`config.mk`:
```
export PLATFORM = sky130hd
export DESIGN_NAME = drive_power_state_control
export DESIGN_NICKNAME = d
export VERILOG_FILES = /design/src/drive_pkg.sv /design/src/drive_power_state_control.sv /design/src/sense_sync.sv /design/src/speed_limiter.sv
export SDC_FILE = /design/constraint.sdc
export NUM_CORES = 1
export LEC_CHECK = 0
export ABC_AREA = 1
export BUFFER_PORTS_ARGS = -buffer_cell sky130_fd_sc_hd__buf_2
export CORE_ASPECT_RATIO = 1.4
export CORE_MARGIN = 1.5
export CORE_UTILIZATION = 51
export CTS_CLUSTER_SIZE = 12
export DETAILED_ROUTE_END_ITERATION = 8
export GPL_ROUTABILITY_DRIVEN = 0
export PLACE_DENSITY = 0.83
export RECOVER_POWER = 50
export SETUP_SLACK_MARGIN = 0.5
export SYNTH_ARGS = -nofsm -noshare
export SYNTH_HDL_FRONTEND = slang
export SYNTH_SLANG_ARGS = --single-unit
export TNS_END_PERCENT = 100
```
`constraint.sdc`:
```
create_clock -name clk -period 5.9 [get_ports clk]
set_input_delay 0.295 -clock clk [delete_from_list [all_inputs] [get_ports clk]]
set_output_delay 0.295 -clock clk [all_outputs]
set_load 0.005 [all_outputs]
```
`src/drive_pkg.sv`:
```
// Shared constants, states and carriers of the drive power state control
package drive_pkg;

  ////////////////////////////////////////////////////////////////////////////////
  // Object indices and subindices
  localparam logic [15:0] IDX_DEVICE_ID  = 16'h4041;
  localparam logic [15:0] IDX_BOOT_INFO  = 16'h4042;
  localparam logic [15:0] IDX_LAST_ERROR = 16'h603F;
  localparam logic [15:0] IDX_COMMAND    = 16'h6040;
  localparam logic [15:0] IDX_STATE_WORD = 16'h6041;
  localparam logic [15:0] IDX_SPEED      = 16'h6042;
  localparam logic [15:0] IDX_SPEED_LIM  = 16'h6046;

  localparam logic [7:0]  SUB_COUNT      = 8'h00;
  localparam logic [7:0]  SUB_BOOT_VER   = 8'h01;
  localparam logic [7:0]  SUB_BOOT_BUS   = 8'h02;
  localparam logic [7:0]  SUB_BOOT_HW    = 8'h03;
  localparam logic [7:0]  SUB_SPEED_MIN  = 8'h01;
  localparam logic [7:0]  SUB_SPEED_MAX  = 8'h02;

  localparam logic [31:0] BOOT_ENTRIES   = 32'h00000003;
  localparam logic [31:0] LIM_ENTRIES    = 32'h00000002;

  ////////////////////////////////////////////////////////////////////////////////
  // Values after reset
  localparam logic [15:0] COMMAND_RESET  = 16'h0000;
  localparam logic [15:0] STATUS_RESET   = 16'h0000;
  localparam logic [15:0] ERROR_RESET    = 16'h0000;
  localparam logic [15:0] SPEED_RESET    = 16'h00C8;
  localparam logic [31:0] SPEED_MIN_RST  = 32'h00000000;
  localparam logic [31:0] SPEED_MAX_RST  = 32'h00007530;

  ////////////////////////////////////////////////////////////////////////////////
  // Command word bit positions
  localparam int CMD_SWITCH_ON   = 0;
  localparam int CMD_POWER       = 1;
  localparam int CMD_QUICK_STOP  = 2;
  localparam int CMD_RUN         = 3;
  localparam int CMD_MODE_LO     = 4;
  localparam int CMD_MODE_MID    = 6;
  localparam int CMD_FAULT_CLEAR = 7;
  localparam int CMD_PAUSE       = 8;
  localparam int CMD_MODE_HI     = 9;

  // State word bit positions
  localparam int ST_READY        = 0;
  localparam int ST_SWITCHED     = 1;
  localparam int ST_RUNNING      = 2;
  localparam int ST_FAULT        = 3;
  localparam int ST_POWER        = 4;
  localparam int ST_QUICK_STOP   = 5;
  localparam int ST_INHIBIT      = 6;
  localparam int ST_WARNING      = 7;
  localparam int ST_LOCKSTEP     = 8;
  localparam int ST_REMOTE       = 9;
  localparam int ST_GOAL         = 10;
  localparam int ST_LIMIT        = 11;
  localparam int ST_MODE_LO      = 12;
  localparam int ST_MODE_HI      = 13;
  localparam int ST_LOOP         = 15;

  // Operating mode codes in which a pause is honoured
  localparam logic [7:0] MODE_PROFILE_POS = 8'h01;
  localparam logic [7:0] MODE_VELOCITY    = 8'h02;
  localparam logic [7:0] MODE_PROFILE_VEL = 8'h03;
  localparam logic [7:0] MODE_PROFILE_TRQ = 8'h04;
  localparam logic [7:0] MODE_INTERP_POS  = 8'h07;

  ////////////////////////////////////////////////////////////////////////////////
  // Power states, Gray coded along the usual path
  typedef enum logic [2:0] {
    S_NOT_READY   = 3'h0,
    S_INHIBITED   = 3'h1,
    S_READY       = 3'h3,
    S_SWITCHED_ON = 3'h2,
    S_RUNNING     = 3'h6,
    S_QUICK_STOP  = 3'h7,
    S_FAULT_REACT = 3'h5,
    S_FAULT       = 3'h4
  } drive_state_t;

  typedef struct packed {
    logic        valid;
    logic        write;
    logic [15:0] index;
    logic [7:0]  sub;
    logic [31:0] wdata;
  } obj_req_t;

  typedef struct packed {
    logic        valid;
    logic        abort;
    logic [31:0] rdata;
  } obj_resp_t;

  typedef struct packed {
    logic fault;
    logic warning;
    logic goal;
    logic in_sync;
    logic loop_closed;
    logic standstill;
  } sense_t;

endpackage

```
`src/drive_power_state_control.sv`:
```
// Power state machine, command and state words and speed objects of a drive
`timescale 1ns/1ns
module drive_power_state_control #(
  parameter logic [31:0] DEVICE_ID      = 32'h0000A5A5, // Arbitrary value
  parameter logic [31:0] BOOT_VERSION   = 32'h00000000,
  parameter logic [31:0] BOOT_BUS_MASK  = 32'h00000000,
  parameter logic [31:0] BOOT_HW_GROUP  = 32'h00000000
) (
  input  wire logic                clk,
  input  wire logic                reset,
  input  wire drive_pkg::obj_req_t obj_req,
  output drive_pkg::obj_resp_t     obj_resp,
  input  wire drive_pkg::sense_t   sense_raw,
  input  wire logic [7:0]          op_mode,
  input  wire logic [1:0]          mode_status,
  input  wire logic [31:0]         error_history_entry,
  output logic                     power_stage_on,
  output logic                     run_enabled,
  output logic                     quick_stop_ramp,
  output logic                     pause_motion,
  output logic [3:0]               mode_specific_bits,
  output logic [15:0]              speed_demand,
  output logic [15:0]              drive_status
);

  ////////////////////////////////////////////////////////////////////////////////
  // Declarations
  drive_pkg::sense_t       sense;
  drive_pkg::drive_state_t state_ff;
  drive_pkg::drive_state_t nxt_state;
  drive_pkg::obj_resp_t    resp_ff;
  drive_pkg::obj_resp_t    nxt_resp;

  logic [15:0] command_ff;
  logic [15:0] nxt_command;
  logic [15:0] speed_req_ff;
  logic [15:0] nxt_speed_req;
  logic [31:0] speed_min_ff;
  logic [31:0] nxt_speed_min;
  logic [31:0] speed_max_ff;
  logic [31:0] nxt_speed_max;

  logic        clear_prev_ff;
  logic        warn_ff;
  logic        nxt_warn;
  logic        clear_edge;

  logic [15:0] status_ff;
  logic [15:0] nxt_status;
  logic [15:0] error_ff;
  logic        power_ff;
  logic        nxt_power;
  logic        run_ff;
  logic        nxt_run;
  logic        qs_ramp_ff;
  logic        nxt_qs_ramp;
  logic        pause_ff;
  logic        nxt_pause;
  logic [3:0]  mode_bits_ff;
  logic [15:0] demand_ff;
  logic [15:0] nxt_demand;

  logic [15:0] bounded;
  logic        limited;
  logic        pause_mode;

  logic        c_switch;
  logic        c_power;
  logic        c_qs;
  logic        c_run;

  ////////////////////////////////////////////////////////////////////////////////
  // Outside inputs and speed clamp
  sense_sync #(
    .W ($bits(drive_pkg::sense_t))
  ) u_sense_sync (
    .clk   (clk),
    .reset (reset),
    .raw   (sense_raw),
    .clean (sense)
  );

  speed_limiter u_speed_limiter (
    .requested  (speed_req_ff),
    .min_amount (speed_min_ff),
    .max_amount (speed_max_ff),
    .bounded    (bounded),
    .limited    (limited)
  );

  ////////////////////////////////////////////////////////////////////////////////
  // Object access
  always_comb begin
    nxt_command   = command_ff;
    nxt_speed_req = speed_req_ff;
    nxt_speed_min = speed_min_ff;
    nxt_speed_max = speed_max_ff;
    nxt_resp      = '0;
    if (obj_req.valid) begin
      nxt_resp.valid = 1'b1;
      nxt_resp.abort = 1'b1;
      case (obj_req.index)
        drive_pkg::IDX_DEVICE_ID: begin
          if (!obj_req.write && obj_req.sub == drive_pkg::SUB_COUNT) begin
            nxt_resp.abort = 1'b0;
            nxt_resp.rdata = DEVICE_ID;
          end
        end
        drive_pkg::IDX_BOOT_INFO: begin
          if (!obj_req.write) begin
            nxt_resp.abort = 1'b0;
            case (obj_req.sub)
              drive_pkg::SUB_COUNT:    nxt_resp.rdata = drive_pkg::BOOT_ENTRIES;
              drive_pkg::SUB_BOOT_VER: nxt_resp.rdata = BOOT_VERSION;
              drive_pkg::SUB_BOOT_BUS: nxt_resp.rdata = BOOT_BUS_MASK;
              drive_pkg::SUB_BOOT_HW:  nxt_resp.rdata = BOOT_HW_GROUP;
              default:                 nxt_resp.abort = 1'b1;
            endcase
          end
        end
        drive_pkg::IDX_LAST_ERROR: begin
          if (!obj_req.write && obj_req.sub == drive_pkg::SUB_COUNT) begin
            nxt_resp.abort = 1'b0;
            nxt_resp.rdata = {16'h0000, error_ff};
          end
        end
        drive_pkg::IDX_COMMAND: begin
          if (obj_req.sub == drive_pkg::SUB_COUNT) begin
            nxt_resp.abort = 1'b0;
            nxt_resp.rdata = {16'h0000, command_ff};
            if (obj_req.write) begin
              nxt_command = obj_req.wdata[15:0];
            end
          end
        end
        drive_pkg::IDX_STATE_WORD: begin
          if (!obj_req.write && obj_req.sub == drive_pkg::SUB_COUNT) begin
            nxt_resp.abort = 1'b0;
            nxt_resp.rdata = {16'h0000, status_ff};
          end
        end
        drive_pkg::IDX_SPEED: begin
          if (obj_req.sub == drive_pkg::SUB_COUNT) begin
            nxt_resp.abort = 1'b0;
            nxt_resp.rdata = {{16{speed_req_ff[15]}}, speed_req_ff};
            if (obj_req.write) begin
              nxt_speed_req = obj_req.wdata[15:0];
            end
          end
        end
        drive_pkg::IDX_SPEED_LIM: begin
          nxt_resp.abort = 1'b0;
          case (obj_req.sub)
            drive_pkg::SUB_COUNT: begin
              nxt_resp.rdata = drive_pkg::LIM_ENTRIES;
              nxt_resp.abort = obj_req.write;
            end
            drive_pkg::SUB_SPEED_MIN: begin
              nxt_resp.rdata = speed_min_ff;
              if (obj_req.write) begin
                nxt_speed_min = obj_req.wdata;
              end
            end
            drive_pkg::SUB_SPEED_MAX: begin
              nxt_resp.rdata = speed_max_ff;
              if (obj_req.write) begin
                nxt_speed_max = obj_req.wdata;
              end
            end
            default: nxt_resp.abort = 1'b1;
          endcase
        end
        default: nxt_resp.abort = 1'b1;
      endcase
      if (nxt_resp.abort) begin
        nxt_resp.rdata = 32'h00000000;
      end
    end
  end

  always_ff @(posedge clk or posedge reset) begin
    if (reset) begin
      command_ff   <= drive_pkg::COMMAND_RESET;
      speed_req_ff <= drive_pkg::SPEED_RESET;
      speed_min_ff <= drive_pkg::SPEED_MIN_RST;
      speed_max_ff <= drive_pkg::SPEED_MAX_RST;
      resp_ff      <= '0;
    end else begin
      command_ff   <= nxt_command;
      speed_req_ff <= nxt_speed_req;
      speed_min_ff <= nxt_speed_min;
      speed_max_ff <= nxt_speed_max;
      resp_ff      <= nxt_resp;
    end
  end

  ////////////////////////////////////////////////////////////////////////////////
  // Power state machine
  assign c_switch   = command_ff[drive_pkg::CMD_SWITCH_ON];
  assign c_power    = command_ff[drive_pkg::CMD_POWER];
  assign c_qs       = command_ff[drive_pkg::CMD_QUICK_STOP];
  assign c_run      = command_ff[drive_pkg::CMD_RUN];
  assign clear_edge = command_ff[drive_pkg::CMD_FAULT_CLEAR] & ~clear_prev_ff;

  always_comb begin
    nxt_state = state_ff;
    // A warning that arrives with the clear edge stays latched
    nxt_warn  = sense.warning | (warn_ff & ~clear_edge);
    case (state_ff)
      drive_pkg::S_NOT_READY: begin
        nxt_state = drive_pkg::S_INHIBITED;
      end
      drive_pkg::S_INHIBITED: begin
        if (c_power && c_qs && !c_switch) begin
          nxt_state = drive_pkg::S_READY;
        end
      end
      drive_pkg::S_READY: begin
        if (!c_power || !c_qs) begin
          nxt_state = drive_pkg::S_INHIBITED;
        end else if (c_switch && c_run) begin
          nxt_state = drive_pkg::S_RUNNING;
        end else if (c_switch) begin
          nxt_state = drive_pkg::S_SWITCHED_ON;
        end
      end
      drive_pkg::S_SWITCHED_ON: begin
        if (!c_power || !c_qs) begin
          nxt_state = drive_pkg::S_INHIBITED;
        end else if (!c_switch) begin
          nxt_state = drive_pkg::S_READY;
        end else if (c_run) begin
          nxt_state = drive_pkg::S_RUNNING;
        end
      end
      drive_pkg::S_RUNNING: begin
        if (!c_power) begin
          nxt_state = drive_pkg::S_INHIBITED;
        end else if (!c_qs) begin
          nxt_state = drive_pkg::S_QUICK_STOP;
        end else if (!c_switch) begin
          nxt_state = drive_pkg::S_READY;
        end else if (!c_run) begin
          nxt_state = drive_pkg::S_SWITCHED_ON;
        end
      end
      drive_pkg::S_QUICK_STOP: begin
        if (!c_power || sense.standstill) begin
          nxt_state = drive_pkg::S_INHIBITED;
        end
      end
      drive_pkg::S_FAULT_REACT: begin
        if (sense.standstill) begin
          nxt_state = drive_pkg::S_FAULT;
        end
      end
      drive_pkg::S_FAULT: begin
        if (clear_edge && !sense.fault) begin
          nxt_state = drive_pkg::S_INHIBITED;
        end
      end
      default: nxt_state = drive_pkg::S_NOT_READY;
    endcase
    if (sense.fault && state_ff != drive_pkg::S_FAULT_REACT
        && state_ff != drive_pkg::S_FAULT) begin
      nxt_state = drive_pkg::S_FAULT_REACT;
    end
  end

  always_ff @(posedge clk or posedge reset) begin
    if (reset) begin
      state_ff      <= drive_pkg::S_NOT_READY;
      clear_prev_ff <= 1'b0;
      warn_ff       <= 1'b0;
    end else begin
      state_ff      <= nxt_state;
      clear_prev_ff <= command_ff[drive_pkg::CMD_FAULT_CLEAR];
      warn_ff       <= nxt_warn;
    end
  end

  ////////////////////////////////////////////////////////////////////////////////
  // State word and drive outputs
  always_comb begin
    pause_mode = (op_mode == drive_pkg::MODE_PROFILE_POS) ||
                 (op_mode == drive_pkg::MODE_VELOCITY) ||
                 (op_mode == drive_pkg::MODE_PROFILE_VEL) ||
                 (op_mode == drive_pkg::MODE_PROFILE_TRQ) ||
                 (op_mode == drive_pkg::MODE_INTERP_POS);
    nxt_pause  = command_ff[drive_pkg::CMD_PAUSE] & pause_mode;
    nxt_status = 16'h0000;
    case (state_ff)
      drive_pkg::S_INHIBITED: begin
        nxt_status[drive_pkg::ST_INHIBIT] = 1'b1;
      end
      drive_pkg::S_READY: begin
        nxt_status[drive_pkg::ST_READY]      = 1'b1;
        nxt_status[drive_pkg::ST_QUICK_STOP] = 1'b1;
        nxt_status[drive_pkg::ST_POWER]      = 1'b1;
      end
      drive_pkg::S_SWITCHED_ON: begin
        nxt_status[drive_pkg::ST_READY]      = 1'b1;
        nxt_status[drive_pkg::ST_SWITCHED]   = 1'b1;
        nxt_status[drive_pkg::ST_QUICK_STOP] = 1'b1;
        nxt_status[drive_pkg::ST_POWER]      = 1'b1;
      end
      drive_pkg::S_RUNNING: begin
        nxt_status[drive_pkg::ST_READY]      = 1'b1;
        nxt_status[drive_pkg::ST_SWITCHED]   = 1'b1;
        nxt_status[drive_pkg::ST_RUNNING]    = 1'b1;
        nxt_status[drive_pkg::ST_QUICK_STOP] = 1'b1;
        nxt_status[drive_pkg::ST_POWER]      = 1'b1;
        nxt_status[drive_pkg::ST_LOOP]       = sense.loop_closed;
      end
      drive_pkg::S_QUICK_STOP: begin
        nxt_status[drive_pkg::ST_READY]    = 1'b1;
        nxt_status[drive_pkg::ST_SWITCHED] = 1'b1;
        nxt_status[drive_pkg::ST_RUNNING]  = 1'b1;
        nxt_status[drive_pkg::ST_POWER]    = 1'b1;
      end
      drive_pkg::S_FAULT_REACT: begin
        nxt_status[3:0] = 4'hF;
      end
      drive_pkg::S_FAULT: begin
        nxt_status[drive_pkg::ST_FAULT] = 1'b1;
      end
      default: nxt_status = 16'h0000;
    endcase
    nxt_status[drive_pkg::ST_WARNING]               = warn_ff;
    nxt_status[drive_pkg::ST_LOCKSTEP]              = sense.in_sync;
    nxt_status[drive_pkg::ST_REMOTE]                = 1'b1;
    nxt_status[drive_pkg::ST_GOAL]                  = sense.goal;
    nxt_status[drive_pkg::ST_LIMIT]                 = limited;
    nxt_status[drive_pkg::ST_MODE_HI:drive_pkg::ST_MODE_LO] = mode_status;
    nxt_power   = (state_ff == drive_pkg::S_SWITCHED_ON) ||
                  (state_ff == drive_pkg::S_RUNNING) ||
                  (state_ff == drive_pkg::S_QUICK_STOP);
    nxt_run     = (state_ff == drive_pkg::S_RUNNING);
    nxt_qs_ramp = (state_ff == drive_pkg::S_QUICK_STOP) ||
                  (state_ff == drive_pkg::S_FAULT_REACT);
    nxt_demand  = (nxt_run && !nxt_pause) ? bounded : 16'h0000;
  end

  always_ff @(posedge clk or posedge reset) begin
    if (reset) begin
      status_ff    <= drive_pkg::STATUS_RESET;
      error_ff     <= drive_pkg::ERROR_RESET;
      power_ff     <= 1'b0;
      run_ff       <= 1'b0;
      qs_ramp_ff   <= 1'b0;
      pause_ff     <= 1'b0;
      mode_bits_ff <= 4'h0;
      demand_ff    <= 16'h0000;
    end else begin
      status_ff    <= nxt_status;
      error_ff     <= error_history_entry[15:0];
      power_ff     <= nxt_power;
      run_ff       <= nxt_run;
      qs_ramp_ff   <= nxt_qs_ramp;
      pause_ff     <= nxt_pause;
      mode_bits_ff <= {command_ff[drive_pkg::CMD_MODE_HI],
                       command_ff[drive_pkg::CMD_MODE_MID:drive_pkg::CMD_MODE_LO]};
      demand_ff    <= nxt_demand;
    end
  end

  assign obj_resp           = resp_ff;
  assign drive_status       = status_ff;
  assign power_stage_on     = power_ff;
  assign run_enabled        = run_ff;
  assign quick_stop_ramp    = qs_ramp_ff;
  assign pause_motion       = pause_ff;
  assign mode_specific_bits = mode_bits_ff;
  assign speed_demand       = demand_ff;

endmodule

```
`src/sense_sync.sv`:
```
// Three-stage synchroniser with agreement filter for outside inputs
`timescale 1ns/1ns
module sense_sync #(
  parameter int W = 6
) (
  input  wire logic         clk,
  input  wire logic         reset,
  input  wire logic [W-1:0] raw,
  output logic      [W-1:0] clean
);

  logic [W-1:0] s1_ff;
  logic [W-1:0] s2_ff;
  logic [W-1:0] s3_ff;
  logic [W-1:0] clean_ff;
  logic [W-1:0] nxt_clean;

  // A bit changes only once the second and third stages agree
  always_comb begin
    nxt_clean = clean_ff;
    for (int i = 0; i < W; i++) begin
      if (s2_ff[i] == s3_ff[i]) begin
        nxt_clean[i] = s3_ff[i];
      end
    end
  end

  always_ff @(posedge clk or posedge reset) begin
    if (reset) begin
      s1_ff    <= '0;
      s2_ff    <= '0;
      s3_ff    <= '0;
      clean_ff <= '0;
    end else begin
      s1_ff    <= raw;
      s2_ff    <= s1_ff;
      s3_ff    <= s2_ff;
      clean_ff <= nxt_clean;
    end
  end

  assign clean = clean_ff;

endmodule

```
`src/speed_limiter.sv`:
```
// Magnitude clamp of the requested speed against the minimum and maximum
`timescale 1ns/1ns
module speed_limiter (
  input  wire logic [15:0] requested,
  input  wire logic [31:0] min_amount,
  input  wire logic [31:0] max_amount,
  output logic      [15:0] bounded,
  output logic             limited
);

  logic [16:0] ext;
  logic [16:0] mag;
  logic [31:0] mag32;
  logic [15:0] bound;

  // The sign is kept; a bound above 16 bits is cut to its low half
  always_comb begin
    ext     = {requested[15], requested};
    mag     = requested[15] ? (17'h00000 - ext) : ext;
    mag32   = {15'h0000, mag};
    bound   = mag[15:0];
    limited = 1'b0;
    if (mag32 < min_amount) begin
      bound   = min_amount[15:0];
      limited = 1'b1;
    end else if (mag32 > max_amount) begin
      bound   = max_amount[15:0];
      limited = 1'b1;
    end
    bounded = requested[15] ? (16'h0000 - bound) : bound;
  end

endmodule

```
Word level (Yosys, flattened, before mapping)
Cells that the tools add are included.
{"block": "totals", "ff_bits": 214, "in_bits": 108, "out_inout_bits": 74, "word_cells": 158}
{"block": "op_classes", "n_addsub": 2, "order_cmp": 2, "eq_ne": 37, "muxes": 46, "n_bitwise": 6, "reduce_logical": 38}
{"cell": "$pmux 32 s7", "n": 1}
{"cell": "$mux 33", "n": 6}
{"cell": "$eq 16x15->1 const B", "n": 7}
{"cell": "$pmux 32 s3", "n": 1}
{"cell": "$mux 16", "n": 4}
{"cell": "$mux 3", "n": 15}
{"cell": "$mux 34", "n": 1}
{"cell": "$eq 8x2->1 const B", "n": 4}
{"cell": "$gt 17x32->1", "n": 1}
{"cell": "$lt 17x32->1", "n": 1}
{"cell": "$mux 32", "n": 1}
{"cell": "$pmux 3 s8", "n": 1}
{"cell": "$mux 17", "n": 1}
{"cell": "$sub 1x16->17 const A", "n": 1}
{"cell": "$eq 8x1->1 const B", "n": 2}
{"cell": "$eq 8x3->1 const B", "n": 2}
{"cell": "$reduce_and 4->1", "n": 4}
{"cell": "$sub 1x16->16 const A", "n": 1}
{"cell": "$ne 3x3->1 const B", "n": 5}
{"cell": "$eq 3x3->1 const B", "n": 4}
{"cell": "$mux 1", "n": 12}
{"cell": "$reduce_or 4->1", "n": 3}
{"cell": "$ne 5x5->1 const B", "n": 2}
{"cell": "$logic_or 1x1->1", "n": 9}
{"cell": "19 further kinds", "n": 42}

Logic depth before layout (Yosys ltp)
{"block": "logic_depth", "word_depth": 9, "ltp_mapped": 34}

Cells and area by module
From an unflattened synthesis, not the netlist that was laid out.
{"block": "hier_totals", "hier_cells": 1436, "hier_area_um2": 11370.9}
{"mod": "drive_power_state_control", "n_inst": 1, "cells_each": 953, "area_each_um2": 8321.7}
{"mod": "speed_limiter", "n_inst": 1, "cells_each": 434, "area_each_um2": 2347.3}
{"mod": "sense_sync", "n_inst": 1, "cells_each": 49, "area_each_um2": 701.9}

Worst setup path before layout
No wires, ideal clock.
{"block": "synth_timing", "path_type": "register -> register", "start": "register speed_req_ff[0]", "end": "register demand_ff[12], in the netlist speed_demand[12]", "arrival_ps": 3305, "t_required_ps": 5783, "setup_slack_ps": 2478, "stages_incl_launch_ff": 34, "path_buffers": 0, "synth_period_minus_slack_ps": 3422, "path_cell_list": "dfrtp_1 > inv_2 > ha_1 > nand2_1 > nor2_1 > nand3_1 > o21ai_2 > nand2_1 > xor2_1 > ha_1 > nand2_1 > nor2_1 > nand2_1 > inv_1 > nand2_1 > nand2_1 > nand2_1 > nand2_4 > nand2_4 > inv_1 > nand2_1 > nand2_1 > nand2_1 > nand2_1 > inv_1 > ha_1 > nand2_1 > nor2_2 > nand2_1 > nand2_2 > nand3_1 > nand2_1 > nand2_1 > nor2_1"}
{"block": "synth_between", "elab_chain_len": 8, "word_cells_on_any_way": 9}
{"item": "start, declared", "line_no": "drive_power_state_control.sv:36", "source": "logic [15:0] speed_req_ff;"}
{"item": "start signal, assigned", "line_no": "drive_power_state_control.sv:184", "source": "speed_req_ff <= drive_pkg::SPEED_RESET;"}
{"item": "start signal, assigned", "line_no": "drive_power_state_control.sv:190", "source": "speed_req_ff <= nxt_speed_req;"}
{"item": "$sub 1x16->17", "line_no": "speed_limiter.sv:19", "source": "mag = requested[15] ? (17'h00000 - ext) : ext;"}
{"item": "$mux 17 (*)", "line_no": "speed_limiter.sv:19"}
{"item": "$gt 17x32->1", "line_no": "speed_limiter.sv:26", "source": "end else if (mag32 > max_amount) begin"}
{"item": "$mux 16", "line_no": "speed_limiter.sv:26"}
{"item": "$mux 16 (*)", "line_no": "speed_limiter.sv:23", "source": "if (mag32 < min_amount) begin"}
{"item": "$sub 1x16->16", "line_no": "speed_limiter.sv:30", "source": "bounded = requested[15] ? (16'h0000 - bound) : bound;"}
{"item": "$mux 16 (*)", "line_no": "speed_limiter.sv:30"}
{"item": "$mux 16 (*)", "line_no": "drive_power_state_control.sv:341", "source": "nxt_demand = (nxt_run && !nxt_pause) ? bounded : 16'h0000;"}
{"item": "via nxt_demand[12]", "line_no": "drive_power_state_control.sv:61", "source": "logic [15:0] nxt_demand;"}
{"item": "end signal, assigned", "line_no": "drive_power_state_control.sv:363", "source": "demand_ff <= nxt_demand;"}
{"item": "end, declared", "line_no": "drive_power_state_control.sv:60", "source": "logic [15:0] demand_ff;"}
Mark *: on every way through the listed nets, which the timed path passes. The rest lies on a longest branch.
A chain may end at the register's enable or synchronous reset.

Final worst setup path
{"block": "layout_timing", "start": "register speed_req_ff[15]", "end": "register demand_ff[14], in the netlist speed_demand[14]"}
{"block": "layout_between", "elab_chain_len": 8, "word_cells_on_any_way": 9}
{"item": "$sub 1x16->17", "line_no": "speed_limiter.sv:19"}
{"item": "$mux 17", "line_no": "speed_limiter.sv:19"}
{"item": "$gt 17x32->1", "line_no": "speed_limiter.sv:26"}
{"item": "$mux 16", "line_no": "speed_limiter.sv:26"}
{"item": "$mux 16", "line_no": "speed_limiter.sv:23"}
{"item": "$sub 1x16->16", "line_no": "speed_limiter.sv:30"}
{"item": "$mux 16 (*)", "line_no": "speed_limiter.sv:30"}
{"item": "$mux 16 (*)", "line_no": "drive_power_state_control.sv:341"}
{"item": "via nxt_demand[14]", "line_no": "drive_power_state_control.sv:61"}
Marks and branches as above.

==> results.txt <==
----------------------------------------------------
[Run status]
  Result of the run ... finished with violations
  Violations in the final reports ... capacitance limit, slew limit

[Clocking]
  Clock-pin slew on the worst setup and hold paths ... 0.06 ns
  Clock buffer depth ... 3
  Clock latency on the worst-skew pair ... 0.53 ns
  Htree depth ... 1
  Number of buffers added for setup after CTS ... 0
  CTS Buf Count ... 22
  Root Buffer ... clkbuf_16
  Clock sink count ... 214
  CTS tree ... done

[Logic synthesis]
  Average footprint of a synthesized cell ... 8.28 um2
  Distinct cell type count of the synthesized netlist ... 50
  Proportion of register bits with asynchronous set or reset after synthesis ... 1.00
  Post-Syn Area ... 10600 um2
  YS warnings ... 0
  Synthesized instance count ... 1276
  Post-synth EDFFs ... 0
  #FFs+latches synth ... 214
  Part of the Yosys area used for sequential elements ... 0.508
  Predominant post-synthesis flop cell ... dfrtp_1

[Timing]
  Setup TNS ... 0 ns
  Setup ws final ... 1.42 ns
  Final Hold Viols ... 0
  Final worst path period need ... 4.48 ns
  Slew Limit Fails ... 221
  Clock skew after layout ... 0.0202 ns
  Maximum operating frequency ... 223 MHz
  Tightest Pin Transition ... 2.53 ns
  Final Cycle Share ... 0.760
  Final setup violation count ... 0
  Slew headroom ... -0.690
  Unrepaired setup endpoints after global routing ... false

[Floorplan]
  Area of the placeable core ... 20400 um2
  Cell Rows ... 62
  I/O pin count ... 182
  Die Span X ... 125 um
  Die extent in y ... 173 um
  Total die area ... 21600 um2
  Starting density of the core ... 0.518

[Final layout]
  Leading cell types in the layout, fill and taps excluded ... nand2_1, dfrtp_1, inv_1, o21ai_0, buf_2
  Most common cell after layout, fill and taps aside ... nand2_1
  Area growth syn-to-layout ... 17.5%
  Antenna Diode Count ... 0
  Layout cell share with drive strength beyond 1 ... 0.146
  Total Nets Final ... 1599

[Setup path]
  R2r worst-path depth ... 25
  WP data arrival ... 4.92 ns
  Critical Path Sink Type ... flip-flop
  R2r endpoint ... speed_demand[14]$_DFF_PP0_
  Kind of launch point of the worst setup path ... flip-flop
  Setup slack of the worst register-to-register path ... 1.42 ns
  Critical Path RT ... 6.34 ns
  Reg2Reg Launch Point ... speed_req_ff[15]$_DFFE_PP0P_
  CP Class ... reg2reg
  Crit-path max FO ... 18

[Routing]
  Post-DR wirelength/cell ... 17.3 um
  # DRC ... 0
  DRT Pass-1 Iters ... 7
  First-iteration detailed-routing DRC count ... 715
  Per-cell via count in the routed design ... 5.57
  Remaining antenna violation count ... 0
  DRT Wirelength ... 29700 um
  Count of vias placed by the detailed router ... 9585

[Min path]
  Hold_sp ... op_mode[6]
  End point of the most critical hold path ... pause_motion$_DFF_PP0_
  Hold Path Class ... in2reg
  Hold path depth ... 4

[Global routing]
  GRT overflow ... 0
  Wire length of the first global-routing pass ... 47700 um
  Initial antenna violation count ... 0
  Via count of the first global-routing pass ... 9659
  Total GRT Usage ... 0.274
  Maximum number of pins on one net before global-route repair ... 192

[Power and ir drop]
  Max VDD drop ... 0.000234 V
  Leakage ... 6.07 nW
  Pwr/cell area ... 252 nW/um2

[Place]
  IO Port Bufs ... 164
  Post-DP HPWL ... 20500 um
  Minimum setup slack after placement ... 1.54 ns

[Run]
  Total of max-cap violations ... 2

----------------------------------------------------
==> final cells by class <==
type                            instances  area (um2)
Fill cell                            1724        7980
Sequential cell                       214        5370
Multi-Input combinational cell        850        4360
Timing Repair Buffer                  199        1100
Inverter                              169         636
Clock buffer                           30         601
Tap cell                              256         320
Clock inverter                          3        40.0
==> per-layer routing <==
metal,track usage,part of all wire,wire length [um],up-vias
li1,-,-,-,4489
met1,0.314,0.36,10700,4478
met2,0.482,0.50,15000,486
met3,0.0377,0.070,2100,132
met4,0.170,0.067,2010,0
met5,0,0,0,-
==> power by group <==
group | switching [W] | leakage, nW | internal, W | total [W]
sequential | 0.0000461 | 2.81 | 0.00153 | 0.00157
clock | 0.000567 | 0.312 | 0.000709 | 0.00128
combinational | 0.000187 | 2.95 | 0.0000984 | 0.000286
==> state kept, by name, indices dropped and copies added (netlist names), 15 cells and up <==
signal and count:
error_ff 16, obj_resp 34, speed_min_ff 32, speed_req_ff 16
speed_max_ff 32, speed_demand 16, drive_status 15, command_ff 16
==> cells by family (layout without fill, tap and decap cells) <==
group / count (synthesis) / after routing / synth area share
compound gates: 249 / 249 / 0.134
xor+xnor: 10 / 10 / 0.00829
fa+ha+maj: 41 / 41 / 0.0471
buf+inv: 214 / 401 / 0.0797
flops: 214 / 214 / 0.508
other cells: 2 / 4 / 0.000711
simple gates: 546 / 546 / 0.223
==> how the worst max path moves through the flow <==
stage               slack, ns                         end                         start  depth (start not counted)
global route             0.95  speed_demand[14]$_DFF_PP0_   speed_req_ff[0]$_DFFE_PP0P_                         30
floorplan                2.48  speed_demand[12]$_DFF_PP0_   speed_req_ff[0]$_DFFE_PP0P_                         33
CTS                      1.48  speed_demand[14]$_DFF_PP0_   speed_req_ff[0]$_DFFE_PP0P_                         30
detailed placement       1.54  speed_demand[14]$_DFF_PP0_   speed_req_ff[0]$_DFFE_PP0P_                         30
finish                   1.42  speed_demand[14]$_DFF_PP0_  speed_req_ff[15]$_DFFE_PP0P_                         25
global placement         1.68  speed_demand[14]$_DFF_PP0_   speed_req_ff[0]$_DFFE_PP0P_                         30
==> cells in the mapped netlist (all sizes together), types with 2 or more instances <==
library cell  instances  area, um2
dfrtp               204       5100
conb                  2       7.51
clkinv                2       7.51
nand2               365       1430
a211oi                2       20.0
o21a                  2       15.0
a221oi                8       70.1
xor2                 10       87.6
dfstp                10        263
a41oi                 2       17.5
nand4                13       81.3
maj3                  6       60.1
a31oi                 7       43.8
nor3                 22        145
o21ai               133        673
nor4                  8       50.1
o31ai                 4       30.0
a21oi                54        282
a22o                  5       43.8
clkbuf               32        120
nand3b                2       15.0
ha                   35        438
nor2                 83        347
nand3                51        265
inv                 167        627
o22ai                25        156
buf                  13       87.6
==> stage by stage <==
| stage | util | instance area [um2] | hold slack (ns) | instances | power (W) |
|---|---|---|---|---|---|
| 6_report | 0.609 | 12400 | 0.0240 | 1721 | 0.00313 |
| 5_1_grt | 0.609 | 12400 | 0.0383 | 1721 | 0.00324 |
| 4_1_cts | 0.613 | 12500 | 0.0215 | 1721 | 0.00315 |
| 3_5_place_dp | 0.568 | 11600 | 0.336 | 1661 | 0.00186 |
| 3_3_place_gp | 0.568 | 11600 | 0.332 | 1661 | 0.00185 |
| 2_1_floorplan | - | 10600 | 0.326 | 1278 | 0.00174 |
==> worst max-delay path: stages, from the launching register on <==
cell,delay [ns]
dfrtp_1,0.60
inv_1,0.34
nor2_1,0.20
xor2_1,0.32
ha_1,0.20
nand2_1,0.07
nor2_1,0.23
nand4_1,0.20
nor2_1,0.15
nand2_2,0.25
nand2_4,0.31
inv_1,0.09
nand2_1,0.07
nand2_1,0.05
nand2_1,0.05
nand2_1,0.17
inv_1,0.12
ha_1,0.18
nand2_1,0.08
nor2_2,0.11
nand2_1,0.11
nand2_2,0.11
nand3_1,0.09
nand2_1,0.08
nand2_1,0.06
nor2_1,0.13
==> timing repair <==
| action | in CTS | in global routing |
|---|---|---|
| setup endpoints to repair | 0 | 0 |
| resized for setup | 0 | 0 |
| hold endpoints to repair | 49 | 0 |
| hold buffers | 27 | 0 |
Note: power is estimated with default switching activity, not from simulation.
